<file path="src/hw/wsc_pkg.sv">
// constants, types and decode helpers for the watchdog, sleep and configuration block
package wsc_pkg;
  // register byte addresses
  localparam logic [11:0] ADDR_OPTION = 12'h000;
  localparam logic [11:0] ADDR_COMMAND = 12'h004;
  localparam logic [11:0] ADDR_STATUS = 12'h008;
  localparam logic [11:0] ADDR_CONFIG = 12'h00c;
  // option register layout and reset value
  localparam logic [7:0] OPTION_RESET = 8'h3f;
  localparam int OPT_ASSIGN_BIT = 3;
  localparam int OPT_RATIO_LSB = 0;
  // command register bits
  localparam int CMD_CLEAR_BIT = 0;
  localparam int CMD_SLEEP_BIT = 1;
  // status register bits
  localparam int ST_SLEEPING_BIT = 0;
  localparam int ST_IN_RESET_BIT = 1;
  localparam int ST_POWERDOWN_BIT = 3;
  localparam int ST_TIMEOUT_BIT = 4;
  // configuration word layout
  localparam int CFG_WIDTH = 12;
  localparam int CFG_OSC_LSB = 0;
  localparam int CFG_WDT_EN_BIT = 2;
  localparam int CFG_PROT_LSB = 3;
  localparam int CFG_PROT_MSB = 11;
  localparam logic [11:0] CFG_SINGLE_MASK = 12'h00f;
  // timing
  localparam int CLK_KHZ = 100_000;
  localparam int WDT_BASE_MS = 18;
  localparam int WDT_OSC_KHZ = 32;
  localparam int WDT_BASE_TICKS = WDT_BASE_MS * WDT_OSC_KHZ;
  localparam int HOLD_MS = 18;
  localparam int HOLD_CYCLES_NOM = HOLD_MS * CLK_KHZ;
  localparam int WDT_CNT_W = 10;
  localparam int HOLD_CNT_W = 21;
  localparam int PRESC_W = 8;

  typedef enum logic [1:0] {
    OSC_LOW_POWER_CRYSTAL,
    OSC_STANDARD_CRYSTAL,
    OSC_HIGH_SPEED_CRYSTAL,
    OSC_RESISTOR_CAPACITOR
  } wsc_osc_t;

  typedef enum logic [1:0] {WSC_HOLD, WSC_RUN, WSC_SLEEP} wsc_state_t;

  function automatic wsc_osc_t wsc_osc_decode(input logic [1:0] sel);
    wsc_osc_decode = wsc_osc_t'(sel);
  endfunction : wsc_osc_decode

  function automatic logic wsc_hit(input logic [11:0] addr, input logic [11:0] reg_addr);
    wsc_hit = (addr == reg_addr);
  endfunction : wsc_hit
endpackage : wsc_pkg

</file>
<file path="src/hw/wsc_prescaler.sv">
// shared 8-bit prescaler, owned by Timer0 or by the watchdog
`timescale 1ns/100ps
module wsc_prescaler
  import wsc_pkg::*;
(
  // clock and reset
  input wire logic clk,
  input wire logic rst,
  input wire logic ce,
  // control
  input wire logic owner_wdt,
  input wire logic [2:0] ratio,
  input wire logic clear,
  // count sources
  input wire logic wdt_base_expire,
  input wire logic timer0_tick,
  // results
  output logic wdt_expire,
  output logic timer0_pulse
);
  logic [PRESC_W-1:0] count;
  logic [PRESC_W:0] next_count;
  logic step;
  logic [PRESC_W-1:0] t0_mask;

  always_comb begin
    step = owner_wdt ? wdt_base_expire : timer0_tick;
    // low ratio+1 bits of the count; all zero once every 2**(ratio+1) steps
    t0_mask = 8'hff >> (3'h7 - ratio);
    next_count = {1'b0, count} + {{PRESC_W{1'b0}}, 1'b1};
  end

  always_ff @(posedge clk or posedge rst) begin
    if (rst) begin
      count <= '0;
    end else if (ce) begin
      if (clear) begin
        count <= '0;
      end else if (step) begin
        if (owner_wdt && next_count[ratio]) begin
          count <= '0;
        end else begin
          count <= next_count[PRESC_W-1:0];
        end
      end
    end
  end

  // watchdog sees 2**ratio base periods, 1:1 up to 1:128; Timer0 sees 1:2 up to 1:256
  always_ff @(posedge clk or posedge rst) begin
    if (rst) begin
      wdt_expire <= 1'b0;
      timer0_pulse <= 1'b0;
    end else if (ce) begin
      wdt_expire <= !clear && step && owner_wdt && next_count[ratio];
      timer0_pulse <= !clear && step && !owner_wdt
        && ((next_count[PRESC_W-1:0] & t0_mask) == '0);
    end
  end
endmodule : wsc_prescaler

</file>
<file path="src/hw/wsc_sync.sv">
// two-stage synchroniser for pins from outside the clock domain
`timescale 1ns/100ps
module wsc_sync
  import wsc_pkg::*;
#(
  parameter int W = 1,
  parameter logic [W-1:0] RST_VALUE = '0
) (
  // clock and reset
  input wire logic clk,
  input wire logic rst,
  input wire logic ce,
  // asynchronous inputs and their synchronised copies
  input wire logic [W-1:0] async_in,
  output logic [W-1:0] sync_out
);
  logic [W-1:0] stage1;

  genvar i;
  generate
    for (i = 0; i < W; i++) begin : g_bit
      always_ff @(posedge clk or posedge rst) begin
        if (rst) begin
          // each bit starts at its pin's idle level, so no false event follows reset
          stage1[i] <= RST_VALUE[i];
          sync_out[i] <= RST_VALUE[i];
        end else if (ce) begin
          stage1[i] <= async_in[i];
          sync_out[i] <= stage1[i];
        end
      end
    end
  endgenerate
endmodule : wsc_sync

</file>
<file path="src/hw/wsc_top.sv">
// watchdog, sleep control and configuration word decode with an APB register port
`timescale 1ns/100ps
module wsc_top
  import wsc_pkg::*;
#(
  parameter int HOLD_CYCLES = HOLD_CYCLES_NOM
) (
  // clock, reset, enable
  input wire logic clk,
  input wire logic rst,
  input wire logic ce,
  // APB slave
  input wire logic psel,
  input wire logic penable,
  input wire logic pwrite,
  input wire logic [11:0] paddr,
  input wire logic [31:0] pwdata,
  output logic [31:0] prdata,
  output logic pready,
  output logic pslverr,
  // pins and straps
  input wire logic wdt_osc_pin,
  input wire logic master_clear_n_pin,
  input wire logic [CFG_WIDTH-1:0] config_word,
  input wire logic single_protect_variant,
  // Timer0 side of the shared prescaler
  input wire logic timer0_tick,
  output logic timer0_prescaled,
  // device control
  output logic device_reset,
  output logic osc_driver_en,
  output logic io_hold,
  output logic wdt_enabled,
  output logic [1:0] oscillator_select,
  output logic code_protect_on
);
  wsc_state_t state;
  logic [1:0] pins_sync;
  logic osc_sync;
  logic clear_n_sync;
  logic osc_last;
  logic osc_tick;
  logic [WDT_CNT_W-1:0] wdt_count;
  logic wdt_base_expire;
  logic presc_expire;
  logic wdt_timeout;
  logic [HOLD_CNT_W-1:0] hold_count;
  logic [7:0] option;
  logic owner_wdt;
  logic [2:0] ratio;
  logic [CFG_WIDTH-1:0] cfg;
  logic cfg_taken;
  logic timeout_flag;
  logic powerdown_flag;
  logic access;
  logic setup;
  logic wr_command;
  logic cmd_clear;
  logic cmd_sleep;
  logic wdt_clear;
  logic pin_reset;
  logic [31:0] next_prdata;
  logic next_err;

  // the oscillator pin and master clear come from outside: two flops first
  // master clear starts high, its idle level, so reset release is not seen as a request
  wsc_sync #(.W(2), .RST_VALUE(2'h2)) u_sync (
    .clk(clk),
    .rst(rst),
    .ce(ce),
    .async_in({master_clear_n_pin, wdt_osc_pin}),
    .sync_out(pins_sync)
  );

  always_comb begin
    osc_sync = pins_sync[0];
    clear_n_sync = pins_sync[1];
    owner_wdt = option[OPT_ASSIGN_BIT];
    ratio = option[OPT_RATIO_LSB +: 3];
    setup = psel && !penable;
    access = psel && penable && pready;
    wr_command = access && pwrite && wsc_hit(paddr, ADDR_COMMAND);
    cmd_clear = wr_command && pwdata[CMD_CLEAR_BIT] && state == WSC_RUN;
    cmd_sleep = wr_command && pwdata[CMD_SLEEP_BIT] && state == WSC_RUN && !cmd_clear;
    pin_reset = !clear_n_sync && cfg_taken;
    wdt_timeout = wdt_enabled && (owner_wdt ? presc_expire : wdt_base_expire);
  end

  // the watchdog time base is the RC oscillator pin, not clk; clk only samples it
  always_ff @(posedge clk or posedge rst) begin
    if (rst) begin
      osc_last <= 1'b0;
      osc_tick <= 1'b0;
    end else if (ce) begin
      osc_last <= osc_sync;
      osc_tick <= osc_sync && !osc_last;
    end
  end

  // clear on instruction, on sleep, on wake and while the reset timer runs
  always_comb begin
    wdt_clear = cmd_clear || cmd_sleep || state == WSC_HOLD;
  end

  always_ff @(posedge clk or posedge rst) begin
    if (rst) begin
      wdt_count <= '0;
      wdt_base_expire <= 1'b0;
    end else if (ce) begin
      wdt_base_expire <= 1'b0;
      if (wdt_clear || !wdt_enabled) begin
        wdt_count <= '0;
      end else if (osc_tick) begin
        if (wdt_count == WDT_CNT_W'(WDT_BASE_TICKS - 1)) begin
          wdt_count <= '0;
          wdt_base_expire <= 1'b1;
        end else begin
          wdt_count <= wdt_count + WDT_CNT_W'(1);
        end
      end
    end
  end

  // the prescaler is cleared with the watchdog only while it belongs to the watchdog, and for either owner during the reset hold
  wsc_prescaler u_presc (
    .clk(clk),
    .rst(rst),
    .ce(ce),
    .owner_wdt(owner_wdt),
    .ratio(ratio),
    .clear((wdt_clear && owner_wdt) || state == WSC_HOLD),
    .wdt_base_expire(wdt_base_expire),
    .timer0_tick(timer0_tick),
    .wdt_expire(presc_expire),
    .timer0_pulse(timer0_prescaled)
  );

  // straps are caught one edge after reset release, never under the reset itself
  always_ff @(posedge clk or posedge rst) begin
    if (rst) begin
      cfg <= '0;
      cfg_taken <= 1'b0;
    end else if (ce && !cfg_taken) begin
      cfg <= single_protect_variant ? (config_word & CFG_SINGLE_MASK) : config_word;
      cfg_taken <= 1'b1;
    end
  end

  always_ff @(posedge clk or posedge rst) begin
    if (rst) begin
      wdt_enabled <= 1'b0;
      oscillator_select <= 2'b00;
      code_protect_on <= 1'b0;
    end else if (ce) begin
      wdt_enabled <= cfg_taken && cfg[CFG_WDT_EN_BIT];
      oscillator_select <= wsc_osc_decode(cfg[CFG_OSC_LSB +: 2]);
      if (single_protect_variant) begin
        code_protect_on <= cfg_taken && !cfg[CFG_PROT_LSB];
      end else begin
        code_protect_on <= cfg_taken && !(&cfg[CFG_PROT_MSB:CFG_PROT_LSB]);
      end
    end
  end

  // option register, write only from software
  always_ff @(posedge clk or posedge rst) begin
    if (rst) begin
      option <= OPTION_RESET;
    end else if (ce) begin
      if (state == WSC_HOLD) begin
        option <= OPTION_RESET;
      end else if (access && pwrite && wsc_hit(paddr, ADDR_OPTION)) begin
        option <= pwdata[7:0];
      end
    end
  end

  // sequencer: reset timer, running, asleep
  always_ff @(posedge clk or posedge rst) begin
    if (rst) begin
      state <= WSC_HOLD;
      hold_count <= '0;
    end else if (ce) begin
      unique case (state)
        WSC_HOLD: begin
          if (pin_reset || !cfg_taken) begin
            hold_count <= '0;
          end else if (hold_count == HOLD_CNT_W'(HOLD_CYCLES - 1)) begin
            state <= WSC_RUN;
          end else begin
            hold_count <= hold_count + HOLD_CNT_W'(1);
          end
        end
        WSC_RUN: begin
          hold_count <= '0;
          if (pin_reset || wdt_timeout) begin
            state <= WSC_HOLD;
          end else if (cmd_sleep) begin
            state <= WSC_SLEEP;
          end
        end
        WSC_SLEEP: begin
          hold_count <= '0;
          if (pin_reset || wdt_timeout) begin
            state <= WSC_HOLD;
          end
        end
      endcase
    end
  end

  // status flags; a timeout outranks a sleep request arriving in the same cycle
  always_ff @(posedge clk or posedge rst) begin
    if (rst) begin
      timeout_flag <= 1'b1;
      powerdown_flag <= 1'b1;
    end else if (ce) begin
      if (state != WSC_HOLD && wdt_timeout) begin
        timeout_flag <= 1'b0;
      end else if (cmd_sleep) begin
        timeout_flag <= 1'b1;
        powerdown_flag <= 1'b0;
      end
    end
  end

  // device-facing outputs; the master clear pin is never driven, so the reset stays internal
  always_ff @(posedge clk or posedge rst) begin
    if (rst) begin
      device_reset <= 1'b1;
      osc_driver_en <= 1'b1;
      io_hold <= 1'b0;
    end else if (ce) begin
      device_reset <= !(state == WSC_RUN && !pin_reset && !wdt_timeout)
        && !(state == WSC_SLEEP && !pin_reset && !wdt_timeout)
        || (state == WSC_HOLD);
      osc_driver_en <= !(cmd_sleep || (state == WSC_SLEEP && !pin_reset && !wdt_timeout));
      io_hold <= cmd_sleep || (state == WSC_SLEEP && !pin_reset && !wdt_timeout);
    end
  end

  // APB read data and error, prepared in the setup cycle
  always_comb begin
    next_prdata = 32'h0000_0000;
    next_err = 1'b0;
    if (wsc_hit(paddr, ADDR_STATUS)) begin
      next_prdata[ST_TIMEOUT_BIT] = timeout_flag;
      next_prdata[ST_POWERDOWN_BIT] = powerdown_flag;
      next_prdata[ST_SLEEPING_BIT] = state == WSC_SLEEP;
      next_prdata[ST_IN_RESET_BIT] = state == WSC_HOLD;
    end else if (wsc_hit(paddr, ADDR_CONFIG)) begin
      next_prdata[CFG_WIDTH-1:0] = cfg;
    end else if (!wsc_hit(paddr, ADDR_OPTION) && !wsc_hit(paddr, ADDR_COMMAND)) begin
      next_err = 1'b1;
    end
    if (!pwrite && (wsc_hit(paddr, ADDR_OPTION) || wsc_hit(paddr, ADDR_COMMAND))) begin
      next_prdata = 32'h0000_0000;
    end
  end

  always_ff @(posedge clk or posedge rst) begin
    if (rst) begin
      pready <= 1'b0;
      pslverr <= 1'b0;
      prdata <= 32'h0000_0000;
    end else if (ce) begin
      pready <= setup;
      pslverr <= setup && next_err;
      if (setup && !pwrite) begin
        prdata <= next_prdata;
      end
    end
  end
endmodule : wsc_top

</file>
<file path="config.mk">
export PLATFORM = sky130hd
export DESIGN_NAME = wsc_top
export DESIGN_NICKNAME = d
export VERILOG_FILES = /design/src/hw/wsc_pkg.sv /design/src/hw/wsc_prescaler.sv /design/src/hw/wsc_sync.sv /design/src/hw/wsc_top.sv
export SDC_FILE = /design/constraint.sdc
export NUM_CORES = 1
export LEC_CHECK = 0
export ABC_AREA = 1
export BUFFER_PORTS_ARGS = -buffer_cell sky130_fd_sc_hd__buf_2
export CORE_MARGIN = 8
export CORE_UTILIZATION = 25
export CTS_CLUSTER_SIZE = 30
export DETAILED_ROUTE_END_ITERATION = 12
export PLACE_DENSITY_LB_ADDON = 0.25
export SKIP_LAST_GASP = 1
export SYNTH_ARGS = -nofsm -noshare
export SYNTH_HDL_FRONTEND = slang
export SYNTH_SLANG_ARGS = --single-unit
</file>
<file path="constraint.sdc">
create_clock -name clk -period 3.74 [get_ports clk]
set_clock_uncertainty 0.2 [all_clocks]
set_input_delay 0.374 -clock clk [delete_from_list [all_inputs] [get_ports clk]]
set_output_delay 0.374 -clock clk [all_outputs]
set_load 0.02 [all_outputs]
</file>
==> run_results.csv <==
group,metric,value,unit
run_status,outcome,"finished clean",
route,wl_per_cell,13.31,µm
clock_network,htree_num_levels,3,
pwr,swShare,27.61,%
place,io_buffers,59,
critical_path,endpoint_kind,"register",
critical_path,critPathTopFamily,"simple AND/OR/NAND/NOR gates",
synth,synthAdderAreaFrac,1.436,%
cells_and_area,final_core_utilization,29.08,%
critical_path,crit_arrival,2.42,ns
cells_and_area,n_fill_cell,2272,
sta,post-route-min-period,2.377,ns
synth,synth_top_family_by_area,"simple AND/OR/NAND/NOR gates",
clock_network,clkLatencyLatePin,0.36,ns
sta,slew_headroom,61.86,%
cells_and_area,design_area,0.006036,mm²
sta,final_hold_viol_count,0,
place,hpwl,10330,µm
synth,synthMuxAreaShare,0,%
sta,rsz0062_at_grt,"no",
synth,yosys_warnings,0,
global_route,grt_pass1_wl,23290,µm
synth,synth_most_common_cell,"nand2_1",
min_path,hold_class,"in -> reg",
place,gp_congestion,0.8268,
synth,synth_seq_cells,90,
job,cap_violations,0,
cells_and_area,drive_gt1_share,15.60,%
cells_and_area,num_antenna_cells,0,
synth,syn-instance-count,699,
global_route,grt_use_total,11.08,%
synth,synthTopCellsByArea,"dfrtp_1 38%, nand2_1 15%, inv_1 5.2%",
global_route,grt_overflow,0,
floorplan,num_rows,53,
floorplan,die_area,0.02579,mm²
floorplan,die-height,160.6,µm
pwr,power_frac_seq,48.6,%
sta,tightest_slew,0.5715,ns
critical_path,start_kind,"register",
synth,synth_xor_area_share,1.843,%
global_route,antenna_found_initial,0,
synth,synth_top_cell_by_area,"dfrtp_1",
synth,yosys.area_share.simple,32.97,%
sta,finalSetupViolCount,0,
route,drtIter0Drc,284,
pwr,p_int,0.001530,W
sta,setup_slack,1.363,ns
synth,synth_edf_count,0,
global_route,grt_pass1_vias,4456,
route,dr_total_vias,4549,
cells_and_area,fin_nets,830,
critical_path,slowest_delay,0.44,ns
synth,syn_area_per_cell,7.477,µm²
synth,async_flop_share,100.0,%
pwr,clkPwrFrac,42.8,%
sta,slew_violations,0,
synth,seq_area_frac_synth,43.33,%
clock_network,clock-sinks,90,
pwr,ir_drop,0.2188,mV
critical_path,crit_chain,"ha_1 -> nand2_1 -> nor2_4 -> nand2_2 -> nor2_2 -> nand3_2 -> nand2_4 -> inv_4 -> nand3_1 -> o21ai_2",
pwr,p_comb_share,8.6,%
pwr,pwr_density_cell,350.1,mW/mm²
pwr,power_switching,0.0005835,W
route,wl,13820,µm
route,drtPass1Iterations,5,
floorplan,die_w,160.6,µm
synth,synth_compound_area_share,10.25,%
clock_network,cts_resized,0,
clock_network,root_buffer,"clkbuf_16",
clock_network,cts_tree,"built",
critical_path,crit_slowest_cell,"dfrtp_1",
pwr,leakage,2.765,nW
synth,synth_commonest_cells,"210 x nand2_1, 80 x dfrtp_1, 73 x inv_1",
floorplan,io_pins,108,
sta,finalSetupTns,0,ns
route,ant_nets,0,
critical_path,cp.required,3.78,ns
clock_network,path_clk_slew,0.07,ns
sta,clock.fmax,420.7,MHz
synth,syn-cell-area,0.005226,mm²
critical_path,critPathMaxFanout,25,
critical_path,worstPathBufferInverterCount,1,
floorplan,coreArea,0.02076,mm²
clock_network,clockBufferDepth,2,
synth,ys.flop_type,"dfrtp_1",
route,drc,0,
clock_network,cts_made_buffers,9,
place,pre_cts_slack,1.346,ns
cells_and_area,ff_latch_area,0.002265,mm²
floorplan,start_util,25.18,%
sta,final.period_utilization,63.56,%
critical_path,crit_type,"reg -> reg",
cells_and_area,multi_input_comb_area,0.002505,mm²
place,dpl_cell_area,0.005737,mm²
global_route,grt_max_degree,43,
route,via_per_inst,4.382,
synth,synth_cell_types,43,
cells_and_area,syn_to_final_growth,15.49,%
synth,netlist.area_leader.share,38.31,%
[state kept, by name, summed over array words and instances (netlist names), 2 cells and up]
name               flops
prdata                12
option                 4
u_sync.sync_out        2
hold_count            21
state                  2
wdt_count             10
cfg                   12
u_sync.stage1          2
oscillator_select      2
u_presc.count          8
[worst register-to-register path: cells and delay by family (launching register included)]
kind	cells	cell delay (ns)
AND/OR/NAND/NOR	7	1.12
flip-flops	1	0.44
adder cells (fa/ha/maj)	1	0.28
buffers and inverters	1	0.17
AO/OA/AOI/OAI	1	0.06
[per-layer routing]
metal / up-vias / part of all wire (%) / GRT usage (%)
met5: - / 0 / 0
met4: 0 / 1.2 / 3.186
met3: 10 / 3.1 / 2.329
met2: 59 / 47 / 18.07
met1: 2129 / 48 / 14.51
li1: 2351 / - / -
[power by group through the flow]
stage               Clock, W  Combinational, W  Sequential (W)
finish              0.000904          0.000183         0.00103
global route        0.000968          0.000209         0.00103
CTS                 0.000932          0.000187         0.00103
detailed placement         0          0.000186         0.00105
global placement           0          0.000185         0.00104
floorplan                  0          0.000131         0.00105
[worst paths after layout]
| kind | cells after the start | slack, ns | end | startpoint |
|---|---|---|---|---|
| max in group asynchronous | 4 | 2.13 | u_sync.stage1[1]$_DFFE_PP1P_ | rst |
| setup reg to reg | 10 | 1.36 | hold_count[0]$_DFFE_PP0P_ | hold_count[0]$_DFFE_PP0P_ |
| hold / removal | 3 | 0.02 | u_sync.stage1[1]$_DFFE_PP1P_ | master_clear_n_pin |
| min in group asynchronous | 3 | 0.41 | cfg[10]$_DFFE_PP0P_ | rst |
| setup / recovery | 10 | 1.36 | hold_count[0]$_DFFE_PP0P_ | hold_count[0]$_DFFE_PP0P_ |
| hold reg to reg | 1 | 0.26 | osc_tick$_DFFE_PP0P_ | osc_last$_DFFE_PP0P_ |
[layout by cell type (no fill, tap or decap), types with 5 or more instances in the layout]
master     netlist  routed
nand4_1         20      20
dfstp_2         10      10
o31ai_1          8       8
xor2_1           7       7
a21oi_1         10      10
nand3_2          5       5
clkbuf_16        0       9
o21ai_2          8       8
nor2_1          56      56
inv_1           73      72
dfrtp_1         80      80
nor3_1          16      16
conb_1           1      20
o21ai_1         10      10
o21ai_0         41      41
nand3_1         54      54
nand2_1        210     210
ha_1             6       6
buf_2            3      59
[what timing repair did]
action | 4_1_cts | 5_1_grt
endpoints found under the hold margin | 35 | 0
setup endpoints to repair | 0 | 0
hold buffers | 1 | 0
buffers inserted | 0 | 0
[metrics by stage]
stage	cells	hold WS [ns]	power, W
2_1_floorplan	718	0.2348	0.001178
5_1_grt	1038	0.02619	0.002207
3_3_place_gp	1021	0.2497	0.001230
4_1_cts	1038	0.01877	0.002146
6_report	1038	0.02165	0.002113
3_5_place_dp	1021	0.2553	0.001231
[area by class of cell]
cell class | count | share of cell area (%)
multi-input cells | 515 | 41.50
flip-flops and latches | 90 | 37.52
well taps | 275 | 5.701
repair buffers | 64 | 5.556
inverters | 78 | 4.934
clock buffers | 10 | 3.959
clock inverters | 6 | 0.8292
[cell families after synthesis]
group | after synthesis
xor+xnor | 11
simple gates | 387
buf+inv | 113
flops | 90
fa+ha+maj | 6
compound gates | 91
other cells | 1
(Power assumes the default switching activity.)
